File: src/hw/srg_regs.vh
`ifndef SRG_REGS_VH
`define SRG_REGS_VH

// printed register indices; byte address is four times the index
`define SRG_IDX_CTRL        4'h0
`define SRG_IDX_RATE        4'h2
`define SRG_IDX_STATUS      4'h3
`define SRG_IDX_DATA        4'h5
`define SRG_IDX_IRQ_STS     4'h8
`define SRG_IDX_IRQ_EN      4'h9
`define SRG_IDX_IRQ_CLR     4'hA

// byte addresses on the bus
`define SRG_ADDR_CTRL       8'h00
`define SRG_ADDR_RATE       8'h08
`define SRG_ADDR_STATUS     8'h0C
`define SRG_ADDR_DATA       8'h14
`define SRG_ADDR_IRQ_STS    8'h20
`define SRG_ADDR_IRQ_EN     8'h24
`define SRG_ADDR_IRQ_CLR    8'h28

// control register fields
`define SRG_CTRL_RUN        0
`define SRG_CTRL_RXDMA      1
`define SRG_CTRL_W          2
`define SRG_CTRL_RST        2'h0

// bit rate setting fields
`define SRG_RATE_RST        8'h00
`define SRG_RATE_WMASK      8'h7F
`define SRG_PRE_HI          6
`define SRG_PRE_LO          4
`define SRG_DIV_HI          3
`define SRG_DIV_LO          0

// serial status fields
`define SRG_STS_RXFULL      7

// divider select limits
`define SRG_DIV_MAX_CODE    4'h8

// interrupt event bits
`define SRG_EV_XFER         0
`define SRG_EV_RXCLR        1
`define SRG_EV_W            2
`define SRG_EV_RST          2'h0

// bus encodings
`define SRG_HTRANS_NONSEQ   2'h2
`define SRG_HRESP_OKAY      1'h0
`define SRG_WORD_SHIFT      2

`endif

File: src/hw/srg_rate_gen.v
`timescale 1ns/100ps
`include "srg_regs.vh"

// prescaler and power-of-two divider that pace the serial clock
module srg_rate_gen
(
    // clock and reset
    input  wire       i_clk,
    input  wire       i_rst,
    // settings
    input  wire       i_run,
    input  wire [2:0] i_pre_sel,
    input  wire [3:0] i_div_sel,
    // outputs
    output wire       o_pre_tick,
    output wire       o_edge,
    output wire       o_sclk
);

    reg  [2:0] pre_cnt_ff;
    reg  [8:0] div_cnt_ff;
    reg        sclk_ff;
    reg  [2:0] nxt_pre_cnt;
    reg  [8:0] nxt_div_cnt;
    reg        nxt_sclk;
    wire [3:0] div_code;
    wire [8:0] half_lim;
    wire       pre_tick;
    wire       half_done;

    assign pre_tick = i_run & (pre_cnt_ff == i_pre_sel);

    // reserved codes clamp to 512, never relied on
    assign div_code  = (i_div_sel > `SRG_DIV_MAX_CODE) ? `SRG_DIV_MAX_CODE : i_div_sel;
    assign half_lim  = (9'h001 << div_code) - 9'h001;
    assign half_done = pre_tick & (div_cnt_ff == half_lim);

    // next state; counters park at zero while stopped
    always @*
    begin
        nxt_pre_cnt = pre_cnt_ff;
        nxt_div_cnt = div_cnt_ff;
        nxt_sclk    = sclk_ff;
        if (!i_run)
        begin
            nxt_pre_cnt = 3'h0;
            nxt_div_cnt = 9'h000;
            nxt_sclk    = 1'b0;
        end
        else
        begin
            // prescaler steps on every bus clock
            nxt_pre_cnt = pre_tick ? 3'h0 : pre_cnt_ff + 3'h1;
            if (half_done)
            begin
                nxt_div_cnt = 9'h000;
                nxt_sclk    = ~sclk_ff;
            end
            else if (pre_tick)
            begin
                nxt_div_cnt = div_cnt_ff + 9'h001;
            end
        end
    end

    // state registers
    always @(posedge i_clk)
    begin
        if (i_rst)
        begin
            pre_cnt_ff <= 3'h0;
            div_cnt_ff <= 9'h000;
            sclk_ff    <= 1'b0;
        end
        else
        begin
            pre_cnt_ff <= nxt_pre_cnt;
            div_cnt_ff <= nxt_div_cnt;
            sclk_ff    <= nxt_sclk;
        end
    end

    // one sclk period is pre times div bus clocks
    assign o_pre_tick = pre_tick;
    assign o_edge     = half_done;
    assign o_sclk     = sclk_ff;

endmodule // srg_rate_gen

File: src/hw/srg_rx_flag.v
`timescale 1ns/100ps

// receive-full flag with its two clearing schemes
module srg_rx_flag
(
    // clock and reset
    input  wire i_clk,
    input  wire i_rst,
    // events
    input  wire i_set,
    input  wire i_sts_rd,
    input  wire i_dat_rd,
    input  wire i_dma_en,
    input  wire i_dma_done,
    // outputs
    output wire o_flag,
    output wire o_cleared
);

    reg  flag_ff;
    reg  armed_ff;
    reg  nxt_flag;
    reg  nxt_armed;
    wire clr;

    // dma done clears when dma enabled
    // else status read while set, then data read
    assign clr = i_dma_en ? i_dma_done : (armed_ff & i_dat_rd);

    // next state; a completing transfer beats a clear
    always @*
    begin
        nxt_flag = i_set ? 1'b1 : (clr ? 1'b0 : flag_ff);
        if (i_sts_rd & flag_ff & ~i_dma_en)
            nxt_armed = 1'b1;
        else if (clr | ~flag_ff | i_dma_en)
            nxt_armed = 1'b0;
        else
            nxt_armed = armed_ff;
    end

    // state registers
    always @(posedge i_clk)
    begin
        if (i_rst)
        begin
            flag_ff  <= 1'b0;
            armed_ff <= 1'b0;
        end
        else
        begin
            flag_ff  <= nxt_flag;
            armed_ff <= nxt_armed;
        end
    end

    assign o_flag    = flag_ff;
    assign o_cleared = clr & flag_ff & ~i_set;

endmodule // srg_rx_flag

File: src/hw/srg_top.v
// Implementation choice: the AHB-Lite register port.
`timescale 1ns/100ps
`include "srg_regs.vh"

module srg_top
(
    // clock and reset
    input  wire        I_MCLK,
    input  wire        I_RST,
    // ahb-lite slave
    input  wire        I_HSEL,
    input  wire [31:0] I_HADDR,
    input  wire [1:0]  I_HTRANS,
    input  wire        I_HWRITE,
    input  wire [2:0]  I_HSIZE,
    input  wire [31:0] I_HWDATA,
    input  wire        I_HREADY,
    output wire [31:0] O_HRDATA,
    output wire        O_HREADYOUT,
    output wire        O_HRESP,
    // shifter side
    input  wire        I_XFER_DONE,
    input  wire [7:0]  I_RX_DATA,
    input  wire        I_RX_DMA_DONE,
    // serial clock
    output wire        O_SCLK,
    output wire        O_SCLK_EDGE,
    output wire        O_PRE_TICK,
    // receive status
    output wire        O_RX_FULL,
    output wire        O_RX_DMA_EN,
    // interrupt
    output wire        O_IRQ
);

    // bus pipeline registers
    reg  [7:0]  addr_ff;
    reg         wr_ff;
    reg  [31:0] rdata_ff;
    reg  [7:0]  nxt_addr;
    reg         nxt_wr;
    reg  [31:0] nxt_rdata;

    // software registers
    reg  [`SRG_CTRL_W-1:0] ctrl_ff;
    reg  [7:0]             rate_ff;
    reg  [7:0]             data_ff;
    reg  [`SRG_EV_W-1:0]   irq_sts_ff;
    reg  [`SRG_EV_W-1:0]   irq_en_ff;
    reg  [`SRG_CTRL_W-1:0] nxt_ctrl;
    reg  [7:0]             nxt_rate;
    reg  [7:0]             nxt_data;
    reg  [`SRG_EV_W-1:0]   nxt_irq_sts;
    reg  [`SRG_EV_W-1:0]   nxt_irq_en;

    // decoded bus activity
    wire                   addr_phase;
    wire                   rd_req;
    wire                   wr_data;
    wire [7:0]             req_addr;
    wire                   sts_rd;
    wire                   dat_rd;
    wire [7:0]             status_val;
    wire                   rx_full;
    wire                   rx_cleared;
    wire [`SRG_EV_W-1:0]   events;
    wire [`SRG_EV_W-1:0]   clr_bits;

    // a transfer is taken only when the bus is ready; size is ignored as
    // only whole words are issued, so narrow writes land on the low lanes
    assign addr_phase = I_HSEL & I_HREADY & (I_HTRANS == `SRG_HTRANS_NONSEQ);
    assign rd_req     = addr_phase & ~I_HWRITE;
    assign req_addr   = {I_HADDR[7:`SRG_WORD_SHIFT], 2'h0};
    assign wr_data    = wr_ff;

    // read side effects happen when the read is taken
    assign sts_rd = rd_req & (req_addr == `SRG_ADDR_STATUS);
    assign dat_rd = rd_req & (req_addr == `SRG_ADDR_DATA);

    // address phase capture; writes complete one cycle later
    always @*
    begin
        nxt_addr = addr_ff;
        nxt_wr   = 1'b0;
        if (addr_phase)
        begin
            nxt_addr = req_addr;
            nxt_wr   = I_HWRITE;
        end
    end

    always @(posedge I_MCLK)
    begin
        if (I_RST)
        begin
            addr_ff <= 8'h00;
            wr_ff   <= 1'b0;
        end
        else
        begin
            addr_ff <= nxt_addr;
            wr_ff   <= nxt_wr;
        end
    end

    // status image: only the receive-full bit lives here
    // low nibble tied to zero
    assign status_val = {rx_full, 3'h0, 4'h0};

    // read mux registered at the address phase so data stands in data phase
    always @*
    begin
        nxt_rdata = 32'h0000_0000;
        if (rd_req)
        begin
            case (req_addr)
                `SRG_ADDR_CTRL:    nxt_rdata = {30'h0000_0000, ctrl_ff};
                `SRG_ADDR_RATE:    nxt_rdata = {24'h00_0000, rate_ff};
                `SRG_ADDR_STATUS:  nxt_rdata = {24'h00_0000, status_val};
                `SRG_ADDR_DATA:    nxt_rdata = {24'h00_0000, data_ff};
                `SRG_ADDR_IRQ_STS: nxt_rdata = {30'h0000_0000, irq_sts_ff};
                `SRG_ADDR_IRQ_EN:  nxt_rdata = {30'h0000_0000, irq_en_ff};
                default:           nxt_rdata = 32'h0000_0000;
            endcase
        end
    end

    always @(posedge I_MCLK)
    begin
        if (I_RST)
            rdata_ff <= 32'h0000_0000;
        else
            rdata_ff <= nxt_rdata;
    end

    // writable registers; the status and data addresses fall to default
    always @*
    begin
        nxt_ctrl   = ctrl_ff;
        nxt_rate   = rate_ff;
        nxt_irq_en = irq_en_ff;
        if (wr_data)
        begin
            case (addr_ff)
                `SRG_ADDR_CTRL:
                begin
                    nxt_ctrl = I_HWDATA[`SRG_CTRL_W-1:0];
                end
                `SRG_ADDR_RATE:
                begin
                    // reserved top bit stays zero
                    nxt_rate = I_HWDATA[7:0] & `SRG_RATE_WMASK;
                end
                `SRG_ADDR_IRQ_EN:
                begin
                    nxt_irq_en = I_HWDATA[`SRG_EV_W-1:0];
                end
                default:
                begin
                    nxt_ctrl   = ctrl_ff;
                    nxt_rate   = rate_ff;
                    nxt_irq_en = irq_en_ff;
                end
            endcase
        end
    end

    always @(posedge I_MCLK)
    begin
        if (I_RST)
        begin
            ctrl_ff   <= `SRG_CTRL_RST;
            rate_ff   <= `SRG_RATE_RST;
            irq_en_ff <= `SRG_EV_RST;
        end
        else
        begin
            ctrl_ff   <= nxt_ctrl;
            rate_ff   <= nxt_rate;
            irq_en_ff <= nxt_irq_en;
        end
    end

    // received byte held for software; a new transfer overwrites it
    always @*
    begin
        nxt_data = data_ff;
        if (I_XFER_DONE)
            nxt_data = I_RX_DATA;
    end

    always @(posedge I_MCLK)
    begin
        if (I_RST)
            data_ff <= 8'h00;
        else
            data_ff <= nxt_data;
    end

    // receive-full flag and its clearing sequence
    srg_rx_flag u_rx_flag
    (
        .i_clk      (I_MCLK),
        .i_rst      (I_RST),
        .i_set      (I_XFER_DONE),
        .i_sts_rd   (sts_rd),
        .i_dat_rd   (dat_rd),
        .i_dma_en   (ctrl_ff[`SRG_CTRL_RXDMA]),
        .i_dma_done (I_RX_DMA_DONE),
        .o_flag     (rx_full),
        .o_cleared  (rx_cleared)
    );

    // serial clock from both stages in series
    srg_rate_gen u_rate_gen
    (
        .i_clk      (I_MCLK),
        .i_rst      (I_RST),
        .i_run      (ctrl_ff[`SRG_CTRL_RUN]),
        .i_pre_sel  (rate_ff[`SRG_PRE_HI:`SRG_PRE_LO]),
        .i_div_sel  (rate_ff[`SRG_DIV_HI:`SRG_DIV_LO]),
        .o_pre_tick (O_PRE_TICK),
        .o_edge     (O_SCLK_EDGE),
        .o_sclk     (O_SCLK)
    );

    // interrupt events: transfer complete and receive-full cleared
    assign events[`SRG_EV_XFER]  = I_XFER_DONE;
    assign events[`SRG_EV_RXCLR] = rx_cleared;

    // write-one-to-clear bits, taken in the data phase
    assign clr_bits = (wr_data && addr_ff == `SRG_ADDR_IRQ_CLR) ?
                      I_HWDATA[`SRG_EV_W-1:0] : `SRG_EV_RST;

    // sticky status; an event in the clearing cycle survives
    always @*
    begin
        nxt_irq_sts = (irq_sts_ff & ~clr_bits) | events;
    end

    always @(posedge I_MCLK)
    begin
        if (I_RST)
            irq_sts_ff <= `SRG_EV_RST;
        else
            irq_sts_ff <= nxt_irq_sts;
    end

    // outputs; zero wait states, every answer is okay
    assign O_HRDATA    = rdata_ff;
    assign O_HREADYOUT = 1'b1;
    assign O_HRESP     = `SRG_HRESP_OKAY;
    assign O_RX_FULL   = rx_full;
    assign O_RX_DMA_EN = ctrl_ff[`SRG_CTRL_RXDMA];
    assign O_IRQ       = |(irq_sts_ff & irq_en_ff);

endmodule // srg_top

File: config.mk
export PLATFORM = sky130hd
export DESIGN_NAME = srg_top
export DESIGN_NICKNAME = d
export VERILOG_FILES = /design/src/hw/srg_rate_gen.v /design/src/hw/srg_rx_flag.v /design/src/hw/srg_top.v
export VERILOG_INCLUDE_DIRS = /design/src /design/src/hw
export SDC_FILE = /design/constraint.sdc
export NUM_CORES = 1
export LEC_CHECK = 0
export BUFFER_PORTS_ARGS = -buffer_cell sky130_fd_sc_hd__buf_2
export CORE_ASPECT_RATIO = 0.7
export CORE_MARGIN = 2
export CORE_UTILIZATION = 47
export CTS_CLUSTER_SIZE = 40
export DETAILED_ROUTE_END_ITERATION = 7
export PLACE_DENSITY_LB_ADDON = 0.05
export SLEW_MARGIN = 30
export SYNTH_ARGS = -nofsm -noshare
export SYNTH_HDL_FRONTEND = slang
export SYNTH_SLANG_ARGS = --single-unit
File: constraint.sdc
create_clock -name I_MCLK -period 3 [get_ports I_MCLK]
set_input_delay 0.45 -clock I_MCLK [delete_from_list [all_inputs] [get_ports I_MCLK]]
set_output_delay 0.45 -clock I_MCLK [all_outputs]
set_load 0.005 [all_outputs]
==> impl_metrics.prom <==
# TYPE chip_impl_metric gauge
chip_impl_info{name="status",value="finished, final reports clean"} 1
chip_impl_metric{name="met1_length",unit="um"} 3240
chip_impl_metric{name="synth_edf_count",unit=""} 0
chip_impl_metric{name="first_global_vias",unit=""} 1876
chip_impl_info{name="synth.top_cells.by_area",value="sky130_fd_sc_hd__dfxtp_1 39%, sky130_fd_sc_hd__mux2i_1 10%, sky130_fd_sc_hd__buf_4 8.0%, sky130_fd_sc_hd__nor2_1 6.1%, sky130_fd_sc_hd__xnor2_1 4.7%"} 1
chip_impl_metric{name="yosysWarnings",unit=""} 0
chip_impl_metric{name="yosys_register_bits",unit=""} 51
chip_impl_metric{name="syn-cell-area",unit="sq um"} 2640
chip_impl_metric{name="timing.critical_path.required",unit="ns"} 2.55
chip_impl_metric{name="grt_use_total",unit="%"} 19.9
chip_impl_metric{name="flow.area_growth_from_synthesis",unit="%"} 16.9
chip_impl_metric{name="numClockSinks",unit=""} 51
chip_impl_metric{name="globalRoute.totalOverflow",unit=""} 0
chip_impl_info{name="grt_setup_unrepaired",value="yes"} 1
chip_impl_metric{name="clk_latency",unit="ns"} 0.30
chip_impl_metric{name="dpl.hpwl",unit="um"} 4210
chip_impl_metric{name="dieWidth",unit="um"} 93.5
chip_impl_metric{name="fin_nets",unit=""} 428
chip_impl_metric{name="yosysTopAreaCellShare",unit="%"} 38.7
chip_impl_metric{name="drc_errors",unit=""} 0
chip_impl_metric{name="dp_slack",unit="ns"} 0.0717
chip_impl_info{name="cell_chain_critical_path",value="or2_4 > or3_4 > ha_4 > xor2_2 > xnor2_2 > nand2_1 > or3_4 > a211oi_2 > buf_2"} 1
chip_impl_metric{name="vias_per_cell",unit=""} 5.07
chip_impl_metric{name="grt_start_max_net_pins",unit=""} 34
chip_impl_metric{name="number_of_hold_buffers_added_after_cts",unit=""} 0
chip_impl_metric{name="cp_data_arrival_time",unit="ns"} 2.51
chip_impl_metric{name="met2_wirelength",unit="um"} 2300
chip_impl_metric{name="finalHoldViolations",unit=""} 0
chip_impl_metric{name="antenna_found_initial",unit=""} 0
chip_impl_metric{name="place_congestion",unit=""} 0.819
chip_impl_metric{name="htreeDepth",unit=""} 2
chip_impl_metric{name="numPortBuffers",unit=""} 43
chip_impl_metric{name="coreArea",unit="sq um"} 5310
chip_impl_metric{name="met3_wirelength",unit="um"} 336
chip_impl_metric{name="worstMarginPinSlew",unit="ns"} 0.606
chip_impl_info{name="dr.max_layer_used",value="met4"} 1
chip_impl_info{name="cp_slowest_cell",value="sky130_fd_sc_hd__or3_4"} 1
chip_impl_info{name="final_cell_mix",value="49 x sky130_fd_sc_hd__dfxtp_1, 43 x sky130_fd_sc_hd__nor2_1, 43 x sky130_fd_sc_hd__buf_2"} 1
chip_impl_metric{name="final_antenna_diode_count",unit=""} 0
chip_impl_metric{name="setup_slack",unit="ns"} 0.0373
chip_impl_info{name="tritoncts",value="done"} 1
chip_impl_metric{name="worstPathMaxFanout",unit=""} 4
chip_impl_metric{name="fp.dieArea",unit="sq um"} 6230
chip_impl_metric{name="synth_cells",unit=""} 288
chip_impl_metric{name="syn_area_per_cell",unit="sq um"} 9.15
chip_impl_info{name="min-delay-path-class",value="input port to flip-flop"} 1
chip_impl_info{name="critical_path.most_common_cell",value="sky130_fd_sc_hd__or3_4"} 1
chip_impl_metric{name="total_leakage_power",unit="nW"} 1.33
chip_impl_metric{name="chip_height",unit="um"} 66.6
chip_impl_metric{name="finClkSkew",unit="ns"} 0.00367
chip_impl_info{name="clockRootBuffer",value="sky130_fd_sc_hd__clkbuf_8"} 1
chip_impl_metric{name="drt-wirelength-per-cell",unit="um"} 14.3
chip_impl_metric{name="drt_pass1_iterations",unit=""} 5
chip_impl_metric{name="ioPinCount",unit=""} 124
chip_impl_metric{name="clkTransAtPathRegs",unit="ns"} 0.09
chip_impl_info{name="timing_worst_setup_path_type",value="flip-flop to output port"} 1
chip_impl_metric{name="power.density",unit="nW/um^2"} 377
chip_impl_metric{name="setup_tns",unit="ns"} 0
chip_impl_metric{name="cts-root-to-sink-buffers",unit=""} 2
chip_impl_info{name="mostFrequentLayoutCell",value="sky130_fd_sc_hd__dfxtp_1"} 1
chip_impl_metric{name="num_rows",unit=""} 22
chip_impl_metric{name="initial_utilization",unit="%"} 49.6
chip_impl_metric{name="num_vias",unit=""} 2100
chip_impl_metric{name="grt_first_pass_wirelength",unit="um"} 9560
chip_impl_metric{name="final_max_slew_viol_count",unit=""} 0
chip_impl_metric{name="final_layout_size_suffix_gt1_share",unit="%"} 26.9
chip_impl_metric{name="timing.final.setup_violations",unit=""} 0
chip_impl_metric{name="synth_sequential_area_ratio",unit="%"} 38.7
chip_impl_metric{name="ir_drop",unit="V"} 0.000238
chip_impl_metric{name="drt_first_iter_violations",unit=""} 72
chip_impl_metric{name="fin_crit",unit="ns"} 2.96
chip_impl_metric{name="slew_headroom",unit="%"} 59.6
chip_impl_metric{name="drt-total-wl",unit="um"} 5920
chip_impl_metric{name="cpPeakStageDelay",unit="ns"} 0.37
chip_impl_info{name="timing.critical_path.from_type",value="flip-flop"} 1
chip_impl_metric{name="synth.distinct_cells",unit=""} 52
chip_impl_metric{name="fmaxAchievable",unit="MHz"} 338
chip_impl_info{name="endpoint_kind",value="output port"} 1
chip_impl_info{name="crit_family",value="simple AND/OR/NAND/NOR gates"} 1
chip_impl_metric{name="async_flop_share",unit="%"} 0
chip_impl_metric{name="max-cap-violations",unit=""} 0
chip_impl_metric{name="worstPathBufferInverterCount",unit=""} 1
chip_impl_metric{name="min_period_over_period",unit="%"} 98.8
chip_impl_info{name="cell_accounting_for_the_most_synthesized_area",value="sky130_fd_sc_hd__dfxtp_1"} 1
chip_impl_metric{name="cts-buffers-inserted",unit=""} 5
chip_impl_metric{name="antenna_violating_nets_post_route",unit=""} 0
chip_impl_info{name="synth_ff_type",value="sky130_fd_sc_hd__dfxtp_1"} 1
==> cells by family (layout without fill, tap and decap cells) <==
family                   count (synthesis)  after routing  synth area share, %
AND/OR/NAND/NOR                        115            115                 22.5
multiplexers                            31             31                 12.0
AO/OA/AOI/OAI                           28             28                 8.93
adder cells (fa/ha/maj)                  3              3                 1.42
XOR/XNOR                                17             17                 5.65
buffers and inverters                   41             71                 10.5
flip-flops                              51             51                 38.7
other                                    2             26                0.285
==> power by group <==
part           internal, mW  switching, mW  total, mW
Clock                 0.164          0.226      0.389
Combinational        0.0333         0.0448     0.0781
Sequential            0.686        0.00722      0.693
Total                 0.883          0.278       1.16
==> Yosys cell counts, types with 4 or more instances <==
cell type	number
sky130_fd_sc_hd__nand2_1	14
sky130_fd_sc_hd__or3_1	5
sky130_fd_sc_hd__a22oi_1	5
sky130_fd_sc_hd__a21oi_1	5
sky130_fd_sc_hd__clkbuf_1	7
sky130_fd_sc_hd__nor2_1	43
sky130_fd_sc_hd__dfxtp_1	51
sky130_fd_sc_hd__nor3b_1	4
sky130_fd_sc_hd__mux2_2	4
sky130_fd_sc_hd__xnor2_1	14
sky130_fd_sc_hd__nor3_1	17
sky130_fd_sc_hd__mux2i_1	27
sky130_fd_sc_hd__buf_4	28
sky130_fd_sc_hd__nor2b_1	5
==> layout make-up <==
type,count,area [sq um]
inverters,2,7.51
multi-input cells,220,1510
flip-flops and latches,51,1030
well taps,72,90.1
repair buffers,61,358
clock inverters,2,12.5
clock buffers,6,72.6
fillers,494,2230
==> timing repair <==
item,in CTS,in global routing
pin swaps,2,10
cloned,0,1
setup endpoints to repair,1,11
buffers inserted,8,2
gates resized for setup,8,12
==> final timing paths <==
check | start | slack [ns] | cells after the start | end
min | I_HWDATA[4] | 0.38 | 3 | rate_ff[4]
max reg2reg | rate_ff[0] | 0.12 | 15 | u_rate_gen.div_cnt_ff[5]
min reg2reg | data_ff[7] | 0.46 | 2 | O_HRDATA[7]
max | rate_ff[0] | 0.04 | 9 | O_SCLK_EDGE
==> layer usage <==
layer | up-vias | GRT usage [%]
met1 | 975 | 31.3
met4 | 0 | 3.49
met3 | 4 | 4.07
li1 | 1061 | -
met2 | 60 | 27.5
met5 | - | 0
==> sequential cells by signal, indices dropped and copies added, names as in the netlist, 2 cells and up <==
name / count
irq_sts_ff: 2
data_ff: 8
rate_ff: 7
u_rate_gen.div_cnt_ff: 9
irq_en_ff: 2
addr_ff: 6
O_HRDATA: 8
u_rate_gen.pre_cnt_ff: 3
ctrl_ff: 2
==> worst register-to-register path, delay by kind of cell (launching register included) <==
family / cells / cell delay (ns)
buffers and inverters: 7 / 0.80
AO/OA/AOI/OAI: 1 / 0.28
adder cells (fa/ha/maj): 1 / 0.18
AND/OR/NAND/NOR: 4 / 0.76
XOR/XNOR: 2 / 0.38
flip-flops: 1 / 0.36
==> stage by stage <==
| step | cell area (sq um) | instances | hold slack, ns | utilization, % | power, mW |
|---|---|---|---|---|---|
| 4_1_cts | 2990 | 411 | 0.370 | 56.3 | 1.17 |
| 2_1_floorplan | 2730 | 312 | 0.430 | - | 0.776 |
| 6_report | 3080 | 414 | 0.376 | 58.0 | 1.16 |
| 3_5_place_dp | 2810 | 395 | 0.452 | 53.0 | 0.787 |
| 5_1_grt | 3080 | 414 | 0.385 | 58.0 | 1.22 |
| 3_3_place_gp | 2810 | 395 | 0.453 | 53.0 | 0.786 |
No activity file was read; power rests on OpenSTA's default activity.
